## src/hdl/sfu_cfg.svh

```systemverilog
`ifndef SFU_CFG_SVH
`define SFU_CFG_SVH

// Frame framing bytes
`define SFU_MARK 8'hAA
`define SFU_ESC 8'hAB
`define SFU_ESC_MARK 8'hAC

// Opcodes
`define SFU_OP_BEGIN 8'h01
`define SFU_OP_CRYPTO 8'h02
`define SFU_OP_IMAGE 8'h03
`define SFU_OP_CHECK 8'h04
`define SFU_OP_ACTIVATE 8'h05
`define SFU_OP_RESET 8'h06
`define SFU_OP_KEY 8'h09
`define SFU_OP_RESP 8'h10

// Status codes
`define SFU_ST_OK 8'h01
`define SFU_ST_STATE 8'h02
`define SFU_ST_PARAM 8'h03
`define SFU_ST_SIZE 8'h04
`define SFU_ST_CHECK 8'h05
`define SFU_ST_FAIL 8'h06
`define SFU_ST_MORE 8'h07

// Payload lengths in bytes
`define SFU_LEN_BEGIN 8'h0C
`define SFU_LEN_CRYPTO 8'h20
`define SFU_LEN_KEY 8'h5C
`define SFU_LEN_IMG_MIN 8'h04
`define SFU_LEN_IMG_MAX 8'hF8
`define SFU_LEN_RESP 8'h02
`define SFU_LEN_OVERHEAD 8'h02

// Reset values
`define SFU_BYTE_RST 8'h00
`define SFU_WORD_RST 32'h0000_0000

// Timing
`define SFU_TIMEOUT_S 10
`define SFU_CLK_HZ 10000000
`define SFU_TIMEOUT_CYC (`SFU_TIMEOUT_S * `SFU_CLK_HZ)

`endif

```

## src/hdl/sfu_pkg.sv

```systemverilog
package sfu_pkg;

    typedef enum logic [4:0] {
        SQ_IDLE    = 5'b00001,
        SQ_BEGUN   = 5'b00010,
        SQ_LOADING = 5'b00100,
        SQ_LOADED  = 5'b01000,
        SQ_CHECKED = 5'b10000
    } sfu_seq_t;

    typedef enum logic [6:0] {
        FR_HUNT = 7'b0000001,
        FR_LEN  = 7'b0000010,
        FR_OP   = 7'b0000100,
        FR_DATA = 7'b0001000,
        FR_EXEC = 7'b0010000,
        FR_WAIT = 7'b0100000,
        FR_RESP = 7'b1000000
    } sfu_frame_t;

    typedef struct packed {
        logic [31:0] radioLen;
        logic [31:0] loaderLen;
        logic [31:0] appLen;
    } sfu_lens_t;

    typedef struct packed {
        logic [31:0] data;
        logic isKey;
    } sfu_word_t;

endpackage : sfu_pkg

```

## src/hdl/sfu_fifo.sv

```systemverilog
`timescale 1ns/100ps
`default_nettype none

module sfu_fifo #(
    parameter int WIDTH = 8,
    parameter int DEPTH = 8
) (
    input wire logic clk_sys,
    input wire logic rst,
    input wire logic ce,
    input wire logic [WIDTH-1:0] inData,
    input wire logic inValid,
    output logic inReady,
    output logic [WIDTH-1:0] outData,
    output logic outValid,
    input wire logic outReady
);
    localparam int AW = (DEPTH > 1) ? $clog2(DEPTH) : 1;
    localparam logic [AW:0] FULL_CNT = AW'(DEPTH - 1) + 1'b1;

    logic [WIDTH-1:0] mem [DEPTH];
    logic [AW-1:0] wrPtr_ff;
    logic [AW-1:0] rdPtr_ff;
    logic [AW:0] count_ff;
    logic [AW:0] nxt_count;
    logic push;
    logic pop;

    // Output register is an extra stage, so the memory count alone decides full
    assign push = inValid && inReady;
    assign pop = (count_ff != '0) && (!outValid || outReady);

    always_comb begin
        nxt_count = count_ff;
        if (push && !pop) begin
            nxt_count = count_ff + 1'b1;
        end else if (pop && !push) begin
            nxt_count = count_ff - 1'b1;
        end
    end

    always_ff @(posedge clk_sys) begin
        if (ce && push) begin
            mem[wrPtr_ff] <= inData;
        end
    end

    always_ff @(posedge clk_sys) begin
        if (rst) begin
            wrPtr_ff <= '0;
            rdPtr_ff <= '0;
            count_ff <= '0;
            inReady <= 1'b0;
        end else if (ce) begin
            if (push) begin
                wrPtr_ff <= (wrPtr_ff == AW'(DEPTH - 1)) ? '0 : wrPtr_ff + 1'b1;
            end
            if (pop) begin
                rdPtr_ff <= (rdPtr_ff == AW'(DEPTH - 1)) ? '0 : rdPtr_ff + 1'b1;
            end
            count_ff <= nxt_count;
            inReady <= (nxt_count != FULL_CNT);
        end
    end

    always_ff @(posedge clk_sys) begin
        if (rst) begin
            outData <= '0;
            outValid <= 1'b0;
        end else if (ce) begin
            if (pop) begin
                outData <= mem[rdPtr_ff];
                outValid <= 1'b1;
            end else if (outReady) begin
                outValid <= 1'b0;
            end
        end
    end

endmodule : sfu_fifo

`default_nettype wire

```

## src/hdl/sfu_cmd_core.sv

```systemverilog
// Behaviour
// - Answer each opcode except reset with status
// - Status codes one to seven as listed
// - Begin command first, three little-endian lengths
// - Radio update without loader update is refused
// - Crypto init only right after begin
// - Crypto payload: vector then tag, forwarded
// - Image data only after crypto init
// - Image payload 4..248 bytes, multiple of four
// - Report more-data until declared total arrives
// - Check only after full transfer; pass/fail
// - Activate answers then always resets
// - Reset command: reset at once, no answer
// - Application marked valid only at activate
// - Key provisioning 92 bytes, only when idle
// - Failed key check keeps old key, status five
// - Frame: marker, length, opcode, up to 253 bytes
// - Escaped marker and escape bytes in frames
// - Ten seconds idle during update resets
`timescale 1ns/100ps
`include "sfu_cfg.svh"
`default_nettype none

module sfu_cmd_core
    import sfu_pkg::*;
#(
    parameter int FIFO_DEPTH = 8,
    parameter int unsigned TIMEOUT_CYC = `SFU_TIMEOUT_CYC
) (
    input wire logic clk_sys,
    input wire logic rst,
    input wire logic ce,
    input wire logic loaderActive,
    input wire logic [7:0] rxByte,
    input wire logic rxValid,
    output logic rxReady,
    output logic [7:0] txByte,
    output logic txValid,
    input wire logic txReady,
    output sfu_lens_t regionLens,
    output logic regionLensValid,
    output logic [127:0] initVector,
    output logic [127:0] authTag,
    output logic cryptoInit,
    output sfu_word_t wordOut,
    output logic wordValid,
    output logic checkReq,
    input wire logic checkDone,
    input wire logic checkPass,
    output logic keyCheckReq,
    input wire logic keyDone,
    input wire logic keyPass,
    output logic keyCommit,
    output logic appActivate,
    output logic resetReq
);
    sfu_frame_t fr_ff;
    sfu_seq_t seq_ff;
    logic [7:0] fifoData, dataByte, len_ff, op_ff, idx_ff, verdict_ff, status_ff, execStatus, waitStatus;
    logic fifoValid, fifoReady, take, markSeen, escFF_ff, dataStb, waitDone, lastByte, fwdWord;
    logic [255:0] buf_ff;
    logic [23:0] acc_ff;
    logic [31:0] remain_ff, idle_ff;
    logic [1:0] respIdx_ff;

    sfu_fifo #(
        .WIDTH(8),
        .DEPTH(FIFO_DEPTH)
    ) u_rx_fifo (
        .clk_sys(clk_sys),
        .rst(rst),
        .ce(ce),
        .inData(rxByte),
        .inValid(rxValid),
        .inReady(rxReady),
        .outData(fifoData),
        .outValid(fifoValid),
        .outReady(fifoReady)
    );

    function automatic logic [7:0] len_check(input logic [7:0] got, input logic [7:0] want);
        if (got == want) begin
            return `SFU_ST_OK;
        end
        return (got > want) ? `SFU_ST_SIZE : `SFU_ST_PARAM;
    endfunction : len_check

    // Decided at the opcode byte so rejected payloads never reach the crypto side
    function automatic logic [7:0] pre_check(input logic [7:0] op, input logic [7:0] plen, input sfu_seq_t sq,
                                             input logic [31:0] remain);
        logic [7:0] res;
        res = `SFU_ST_OK;
        unique case (op)
            `SFU_OP_BEGIN: res = (sq != SQ_IDLE) ? `SFU_ST_STATE : len_check(plen, `SFU_LEN_BEGIN);
            `SFU_OP_CRYPTO: res = (sq != SQ_BEGUN) ? `SFU_ST_STATE : len_check(plen, `SFU_LEN_CRYPTO);
            `SFU_OP_IMAGE: begin
                if (sq != SQ_LOADING) begin
                    res = `SFU_ST_STATE;
                end else if (plen > `SFU_LEN_IMG_MAX || {24'h00_0000, plen} > remain) begin
                    res = `SFU_ST_SIZE;
                end else if (plen < `SFU_LEN_IMG_MIN || plen[1:0] != 2'b00) begin
                    res = `SFU_ST_PARAM;
                end
            end
            `SFU_OP_CHECK: res = (sq != SQ_LOADED) ? `SFU_ST_STATE : len_check(plen, `SFU_BYTE_RST);
            `SFU_OP_KEY: res = (sq != SQ_IDLE) ? `SFU_ST_STATE : len_check(plen, `SFU_LEN_KEY);
            `SFU_OP_ACTIVATE,
            `SFU_OP_RESET: res = `SFU_ST_OK;
            default: res = `SFU_ST_PARAM;
        endcase
        return res;
    endfunction : pre_check

    function automatic logic [7:0] resp_byte(input logic [1:0] pos, input logic [7:0] status);
        logic [7:0] res;
        unique case (pos)
            2'd0: res = `SFU_MARK;
            2'd1: res = `SFU_LEN_RESP;
            2'd2: res = `SFU_OP_RESP;
            2'd3: res = status;
        endcase
        return res;
    endfunction : resp_byte

    // Byte path and unescaping
    assign fifoReady = ce && !resetReq && (fr_ff inside {FR_HUNT, FR_LEN, FR_OP, FR_DATA});
    assign take = fifoValid && fifoReady;
    assign markSeen = take && (fifoData == `SFU_MARK);

    always_comb begin
        dataByte = fifoData;
        dataStb = take && !markSeen;
        if (escFF_ff) begin
            dataByte = (fifoData == `SFU_ESC_MARK) ? `SFU_MARK : fifoData;
        end else if (fifoData == `SFU_ESC) begin
            dataStb = 1'b0;
        end
    end

    always_ff @(posedge clk_sys) begin
        if (rst) begin
            escFF_ff <= 1'b0;
        end else if (ce) begin
            if (markSeen) begin
                escFF_ff <= 1'b0;
            end else if (take) begin
                escFF_ff <= !escFF_ff && (fifoData == `SFU_ESC);
            end
        end
    end

    assign lastByte = (idx_ff + 8'h01 == len_ff);
    assign fwdWord = dataStb && (fr_ff == FR_DATA) && (idx_ff[1:0] == 2'b11) && (verdict_ff == `SFU_ST_OK) &&
                     (op_ff == `SFU_OP_IMAGE || op_ff == `SFU_OP_KEY);

    // Outcome of a frame whose payload has fully arrived
    always_comb begin
        execStatus = verdict_ff;
        if (verdict_ff == `SFU_ST_OK) begin
            unique case (op_ff)
                `SFU_OP_BEGIN: begin
                    if (buf_ff[31:0] != '0 && buf_ff[63:32] == '0) begin
                        execStatus = `SFU_ST_PARAM;
                    end
                end
                `SFU_OP_IMAGE: execStatus = (remain_ff == '0) ? `SFU_ST_OK : `SFU_ST_MORE;
                `SFU_OP_ACTIVATE: execStatus = (seq_ff == SQ_CHECKED) ? `SFU_ST_OK : `SFU_ST_STATE;
                default: execStatus = `SFU_ST_OK;
            endcase
        end
    end
    assign waitDone = (op_ff == `SFU_OP_KEY) ? keyDone : checkDone;
    assign waitStatus = ((op_ff == `SFU_OP_KEY) ? keyPass : checkPass) ? `SFU_ST_OK : `SFU_ST_CHECK;

    always_ff @(posedge clk_sys) begin
        if (rst) begin
            fr_ff <= FR_HUNT;
            len_ff <= `SFU_BYTE_RST;
            op_ff <= `SFU_BYTE_RST;
            idx_ff <= `SFU_BYTE_RST;
            verdict_ff <= `SFU_ST_OK;
        end else if (ce) begin
            if (markSeen) begin
                // A taken marker restarts framing, even mid-frame, while loaderActive is high; otherwise it returns to hunting
                fr_ff <= loaderActive ? FR_LEN : FR_HUNT;
            end else begin
                unique case (fr_ff)
                    FR_HUNT: fr_ff <= FR_HUNT;
                    FR_LEN: begin
                        if (dataStb) begin
                            fr_ff <= (dataByte < `SFU_LEN_OVERHEAD) ? FR_HUNT : FR_OP;
                            len_ff <= dataByte - `SFU_LEN_OVERHEAD;
                        end
                    end
                    FR_OP: begin
                        if (dataStb) begin
                            op_ff <= dataByte;
                            idx_ff <= `SFU_BYTE_RST;
                            verdict_ff <= pre_check(dataByte, len_ff, seq_ff, remain_ff);
                            fr_ff <= (len_ff == '0) ? FR_EXEC : FR_DATA;
                        end
                    end
                    FR_DATA: begin
                        if (dataStb) begin
                            idx_ff <= idx_ff + 8'h01;
                            if (lastByte) begin
                                fr_ff <= FR_EXEC;
                            end
                        end
                    end
                    FR_EXEC: begin
                        if (op_ff == `SFU_OP_RESET) begin
                            fr_ff <= FR_HUNT;
                        end else if (verdict_ff == `SFU_ST_OK &&
                                     (op_ff == `SFU_OP_CHECK || op_ff == `SFU_OP_KEY)) begin
                            fr_ff <= FR_WAIT;
                        end else begin
                            fr_ff <= FR_RESP;
                        end
                    end
                    FR_WAIT: fr_ff <= waitDone ? FR_RESP : FR_WAIT;
                    FR_RESP: fr_ff <= (txReady && respIdx_ff == 2'd3) ? FR_HUNT : FR_RESP;
                endcase
            end
        end
    end

    always_ff @(posedge clk_sys) begin
        if (rst) begin
            seq_ff <= SQ_IDLE;
        end else if (ce) begin
            if (fr_ff == FR_EXEC && execStatus inside {`SFU_ST_OK, `SFU_ST_MORE}) begin
                unique case (op_ff)
                    `SFU_OP_BEGIN: seq_ff <= SQ_BEGUN;
                    `SFU_OP_CRYPTO: seq_ff <= SQ_LOADING;
                    `SFU_OP_IMAGE: seq_ff <= (remain_ff == '0) ? SQ_LOADED : SQ_LOADING;
                    default: seq_ff <= seq_ff;
                endcase
            end else if (fr_ff == FR_WAIT && waitDone && op_ff == `SFU_OP_CHECK) begin
                // A failed check forces the host to start over
                seq_ff <= checkPass ? SQ_CHECKED : SQ_IDLE;
            end
        end
    end

    // Payload capture, length bookkeeping and word forwarding
    always_ff @(posedge clk_sys) begin
        if (rst) begin
            buf_ff <= '0;
            acc_ff <= '0;
            remain_ff <= `SFU_WORD_RST;
            wordOut <= '0;
            wordValid <= 1'b0;
        end else if (ce) begin
            wordValid <= fwdWord;
            if (dataStb && fr_ff == FR_DATA) begin
                if (idx_ff < `SFU_LEN_CRYPTO) begin
                    buf_ff[{idx_ff[4:0], 3'b000} +: 8] <= dataByte;
                end
                acc_ff <= {dataByte, acc_ff[23:8]};
            end
            if (fwdWord) begin
                wordOut <= '{data: {dataByte, acc_ff}, isKey: (op_ff == `SFU_OP_KEY)};
                if (op_ff == `SFU_OP_IMAGE) begin
                    remain_ff <= remain_ff - 32'h0000_0004;
                end
            end else if (fr_ff == FR_EXEC && op_ff == `SFU_OP_BEGIN && execStatus == `SFU_ST_OK) begin
                remain_ff <= buf_ff[31:0] + buf_ff[63:32] + buf_ff[95:64];
            end
        end
    end

    always_ff @(posedge clk_sys) begin
        if (rst) begin
            regionLens <= '0;
            regionLensValid <= 1'b0;
            initVector <= '0;
            authTag <= '0;
            cryptoInit <= 1'b0;
            checkReq <= 1'b0;
            keyCheckReq <= 1'b0;
            keyCommit <= 1'b0;
            appActivate <= 1'b0;
        end else if (ce) begin
            regionLensValid <= 1'b0;
            cryptoInit <= 1'b0;
            checkReq <= 1'b0;
            keyCheckReq <= 1'b0;
            keyCommit <= 1'b0;
            appActivate <= 1'b0;
            if (fr_ff == FR_EXEC && execStatus == `SFU_ST_OK) begin
                unique case (op_ff)
                    `SFU_OP_BEGIN: begin
                        regionLens <= '{radioLen: buf_ff[31:0], loaderLen: buf_ff[63:32], appLen: buf_ff[95:64]};
                        regionLensValid <= 1'b1;
                    end
                    `SFU_OP_CRYPTO: begin
                        initVector <= buf_ff[127:0];
                        authTag <= buf_ff[255:128];
                        cryptoInit <= 1'b1;
                    end
                    `SFU_OP_CHECK: checkReq <= 1'b1;
                    `SFU_OP_KEY: keyCheckReq <= 1'b1;
                    `SFU_OP_ACTIVATE: appActivate <= 1'b1;
                    default: appActivate <= 1'b0;
                endcase
            end
            if (fr_ff == FR_WAIT && keyDone && keyPass && op_ff == `SFU_OP_KEY) begin
                keyCommit <= 1'b1;
            end
        end
    end

    // Status response frame; its bytes never need escaping
    always_ff @(posedge clk_sys) begin
        if (rst) begin
            txByte <= `SFU_BYTE_RST;
            txValid <= 1'b0;
            respIdx_ff <= 2'd0;
            status_ff <= `SFU_ST_OK;
        end else if (ce) begin
            if ((fr_ff == FR_EXEC && op_ff != `SFU_OP_RESET && fr_ff != FR_WAIT &&
                 !(verdict_ff == `SFU_ST_OK && (op_ff == `SFU_OP_CHECK || op_ff == `SFU_OP_KEY))) ||
                (fr_ff == FR_WAIT && waitDone)) begin
                status_ff <= (fr_ff == FR_WAIT) ? waitStatus : execStatus;
                txByte <= `SFU_MARK;
                txValid <= 1'b1;
                respIdx_ff <= 2'd0;
            end else if (fr_ff == FR_RESP && txReady) begin
                if (respIdx_ff == 2'd3) begin
                    txValid <= 1'b0;
                end else begin
                    txByte <= resp_byte(respIdx_ff + 2'd1, status_ff);
                    respIdx_ff <= respIdx_ff + 2'd1;
                end
            end
        end
    end

    // Reset request: reset command, end of activate, or inactivity during an update
    always_ff @(posedge clk_sys) begin
        if (rst) begin
            idle_ff <= '0;
            resetReq <= 1'b0;
        end else if (ce) begin
            if (seq_ff == SQ_IDLE || fr_ff == FR_EXEC) begin
                idle_ff <= '0;
            end else begin
                idle_ff <= idle_ff + 32'h0000_0001;
            end
            if (fr_ff == FR_EXEC && op_ff == `SFU_OP_RESET) begin
                resetReq <= 1'b1;
            end else if (fr_ff == FR_RESP && txReady && respIdx_ff == 2'd3 && op_ff == `SFU_OP_ACTIVATE) begin
                resetReq <= 1'b1;
            end else if (idle_ff == TIMEOUT_CYC - 1) begin
                resetReq <= 1'b1;
            end
        end
    end

endmodule : sfu_cmd_core

`default_nettype wire

```

## config.mk

```make
export PLATFORM = sky130hd
export DESIGN_NAME = sfu_cmd_core
export DESIGN_NICKNAME = d
export VERILOG_FILES = /design/src/hdl/sfu_pkg.sv /design/src/hdl/sfu_fifo.sv /design/src/hdl/sfu_cmd_core.sv
export VERILOG_INCLUDE_DIRS = /design/src /design/src/hdl
export SDC_FILE = /design/constraint.sdc
export NUM_CORES = 2
export LEC_CHECK = 0
export BUFFER_PORTS_ARGS = -buffer_cell sky130_fd_sc_hd__buf_2
export CORE_MARGIN = 2
export CORE_UTILIZATION = 53
export DETAILED_ROUTE_END_ITERATION = 16
export PLACE_DENSITY_LB_ADDON = 0.2
export SYNTH_ARGS = -nofsm -noshare
export SYNTH_HDL_FRONTEND = slang
export SYNTH_SLANG_ARGS = --single-unit
```

## constraint.sdc

```tcl
create_clock -name clk_sys -period 3.2 [get_ports clk_sys]
set_clock_uncertainty 0.15 [all_clocks]
set_input_delay 0.64 -clock clk_sys [delete_from_list [all_inputs] [get_ports clk_sys]]
set_output_delay 0.64 -clock clk_sys [all_outputs]
set_load 0.005 [all_outputs]
```

==> results.yml <==
outcome:
  status: "finished, violations left"
  violations: "setup timing"
logic_synthesis:
  avgSynthCellArea_um2: 8.41
  yosys_warnings: 0
  synthFlopType: "dfxtp_1"
  async_flop_share_pct: 0
  synth_seq_cells: 872
  syn_inst: 4338
  ys_seq_area_share_pct: 49.6
  synth_edf_count: 64
  synth_area_um2: 36500
  syn_nets: 4446
  synth_cell_types: 72
drt:
  postRouteAntennaNets: 0
  first_pass_iters: 6
  drt_iter0_drc: 3603
  vias: 33870
  drc: 0
  totalWireLength_um: 117000
  wire_per_inst_um: 19.7
  drt-vias-per-instance: 5.69
setup_path:
  crit_path_end: "authTag[125]$_SDFFE_PP0P_"
  path_max_fanout: 9
  critPathCaptureType: "flip-flop"
  crit_start: "remain_ff[24]$_SDFFE_PP0P_"
  worst_r2r_endpoint: "authTag[125]$_SDFFE_PP0P_"
  reg2reg_depth: 10
  required_ns: 3.57
  crit_path_start_kind: "flip-flop"
  critPathArrivalTime_ns: 3.93
  ff2ff_setup_slack_ns: -0.35
  r2r-start: "remain_ff[24]$_SDFFE_PP0P_"
  criticalPathCategory: "reg -> reg"
placement:
  gp_congestion: 0.962
  place_area_um2: 42000
  port_buffers: 419
  hpwl_um: 82000
  post-place-ws_ns: -0.383
timing:
  fin_crit_sh_pct: 111
  fin_hold_ws_ns: 0.109
  fmax_mhz: 281
  finalSetupTns_ns: -97.26
  setup_ws_ns: -0.355
  report.final.hold_viol_count: 0
  slew_headroom_pct: 38.4
  tightest_slew_ns: 0.923
  setup_viol: 484
  rsz0062_at_grt: "yes"
  slew_violations: 0
  finalWorstPathRequiredPeriod_ns: 3.55
clock_tree:
  cts_tree: "built"
  root_buffer: "clkbuf_16"
  cts.reportedPaths.clkPinSlew_ns: 0.07
  cts_buffer_depth: 3
  htreeDepth: 3
  cts.sinks: 872
  clock_latency_ns: 0.66
  cts_inserted_buffers: 89
  hold_buffers: 0
pwr:
  ir_drop_mv: 0.443
  internal-power_w: 0.0182
  power_leakage_nw: 17.9
  p_comb_share_pct: 5.8
  swShare_pct: 23.2
  p_per_area_nw_per_um2: 516
  report.power.total_w: 0.0236
  p_clk_share_pct: 47.1
  p_sw_w: 0.00548
  p_seq_share_pct: 47.1
global_route:
  grt_pass1_wl_um: 176000
  antenna_found_initial: 1
  overflow: 0
  grt_pass1_vias: 31050
  grt_usage_pct: 31.4
  grt_max_degree: 144
finish:
  finalInstanceArea_um2: 45800
  nets: 5111
  drive_gt1_share_pct: 21.7
  area_growth_pct: 25.5
  diodes: 0
floorplanning:
  ios: 421
  die_h_um: 266
  fp.dieW_um: 266
  initial_core_util_pct: 53.4
  die-area_um2: 71000
  rows: 96
  coreArea_um2: 68300
flow_run:
  maxCapViolCount: 0
min_path:
  hold_path_class: "in -> reg"
==> worst min-delay path by stage <==
stage | from | endpoint | slack [ns] | depth (start not counted)
final | rxByte[5] | u_rx_fifo.mem[2][5]$_DFFE_PP_ | 0.11 | 1
after global routing | rxByte[5] | u_rx_fifo.mem[2][5]$_DFFE_PP_ | 0.11 | 1
after floorplan | buf_ff[136]$_SDFFE_PP0P_ | buf_ff[136]$_SDFFE_PP0P_ | 0.28 | 2
after detailed placement | authTag[94]$_SDFFE_PP0P_ | authTag[94]$_SDFFE_PP0P_ | 0.29 | 2
after global placement | regionLens[68]$_SDFFE_PP0P_ | regionLens[68]$_SDFFE_PP0P_ | 0.28 | 2
after CTS | rxByte[5] | u_rx_fifo.mem[2][5]$_DFFE_PP_ | 0.08 | 1
==> stage by stage <==
stage,cells,utilization (%)
global placement,5770,61.4
detailed placement,5770,61.4
CTS,5936,66.2
global route,5956,67.0
floorplan,4338,-
finish,5956,67.0
==> power groups by stage <==
stage	Combinational, W	Clock (W)	Sequential (W)
final	0.00138	0.0111	0.0111
after global routing	0.00149	0.0117	0.0111
after CTS	0.00137	0.0112	0.0111
after detailed placement	0.00136	0	0.0114
after global placement	0.00134	0	0.0114
after floorplan	0.000924	0	0.0113
==> synthesized netlist by cell type (all sizes together), types with 48 or more instances <==
| cell type | n | area, µm² |
|---|---|---|
| clkbuf | 199 | 747 |
| o21ai | 91 | 455 |
| mux2i | 165 | 1650 |
| nor3 | 76 | 385 |
| nand3 | 126 | 631 |
| a21oi | 653 | 3270 |
| dfxtp | 808 | 16200 |
| nand2 | 1032 | 3870 |
| buf | 78 | 542 |
| edfxtp | 64 | 1920 |
| nor2 | 475 | 1790 |
| nor4 | 48 | 307 |
| ha | 58 | 726 |
==> critical path, stage by stage, from the launching register on <==
cell and delay, ns:
dfxtp_2 0.33, or3_4 0.38, or4b_4 0.55, o31ai_4 0.30, o311ai_2 0.11, or4_4 0.53
or4_4 0.45, buf_12 0.19, bufbuf_16 0.30, nand2_1 0.07, a21oi_1 0.05
==> repair_timing <==
| action | 4_1_cts | 5_1_grt |
|---|---|---|
| setup endpoints to repair | 416 | 595 |
| endpoints found under the hold margin | 0 | 0 |
| gates resized for setup | 9 | 76 |
| setup buffers | 1 | 12 |
| pin swaps | 2 | 31 |
| gates cloned | 3 | 8 |
==> cell usage in the layout, fill, tap and decap left out, drive strengths merged, types with 11 or more instances in the layout <==
| cell type | count |
|---|---|
| o21ai | 91 |
| clkbuf | 129 |
| mux2i | 165 |
| xor2 | 36 |
| ha | 58 |
| nand3b | 11 |
| a21oi | 653 |
| fa | 32 |
| a21o | 17 |
| nor4 | 48 |
| and3 | 13 |
| or3 | 23 |
| inv | 44 |
| a22oi | 11 |
| edfxtp | 64 |
| buf | 844 |
| dfxtp | 808 |
| nand2b | 16 |
| nor2 | 475 |
| mux4 | 16 |
| nor4b | 11 |
| xnor2 | 37 |
| a211oi | 31 |
| bufinv | 12 |
| nor2b | 11 |
| nand4 | 33 |
| nand2 | 1032 |
| nor3 | 76 |
| clkinv | 16 |
| nand3 | 126 |
==> sequential cells by signal, summed over array words and instances, names as in the netlist, 7 cells and up <==
name	flops
acc_ff	24
authTag	128
buf_ff	256
fr_ff	7
idle_ff	32
idx_ff	8
initVector	128
len_ff	8
op_ff	8
regionLens	96
remain_ff	32
u_rx_fifo.mem	64
u_rx_fifo.outData	8
wordOut	33
==> per-layer routing <==
layer / up-vias / track usage (%) / wire (µm)
li1: 16106 / - / -
met1: 16122 / 43.8 / 50400
met3: 231 / 5.32 / 9670
met4: 2 / 9.98 / 3890
met5: - / 0 / 11
met2: 1409 / 49.8 / 53100
==> cells by family (layout without fill, tap and decap cells) <==
kind of cell | count (synthesis) | count (layout) | share of synthesized area, %
buf+inv | 314 | 1050 | 3.91
compound gates | 878 | 878 | 13.1
mux | 181 | 181 | 5.51
xor+xnor | 73 | 73 | 1.75
simple gates | 1929 | 1929 | 22.4
other cells | 1 | 1 | 0.0103
flops | 872 | 872 | 49.6
fa+ha+maj | 90 | 90 | 3.74
==> layout make-up <==
type / count / area [µm²]
fill: 5615 / 22500
clock inverter: 39 / 579
sequential: 872 / 18100
multi-input combinational: 3152 / 17300
timing repair buffer: 851 / 6020
inverter: 37 / 139
tap: 882 / 1100
clock buffer: 123 / 2560
(Power assumes the default switching activity.)
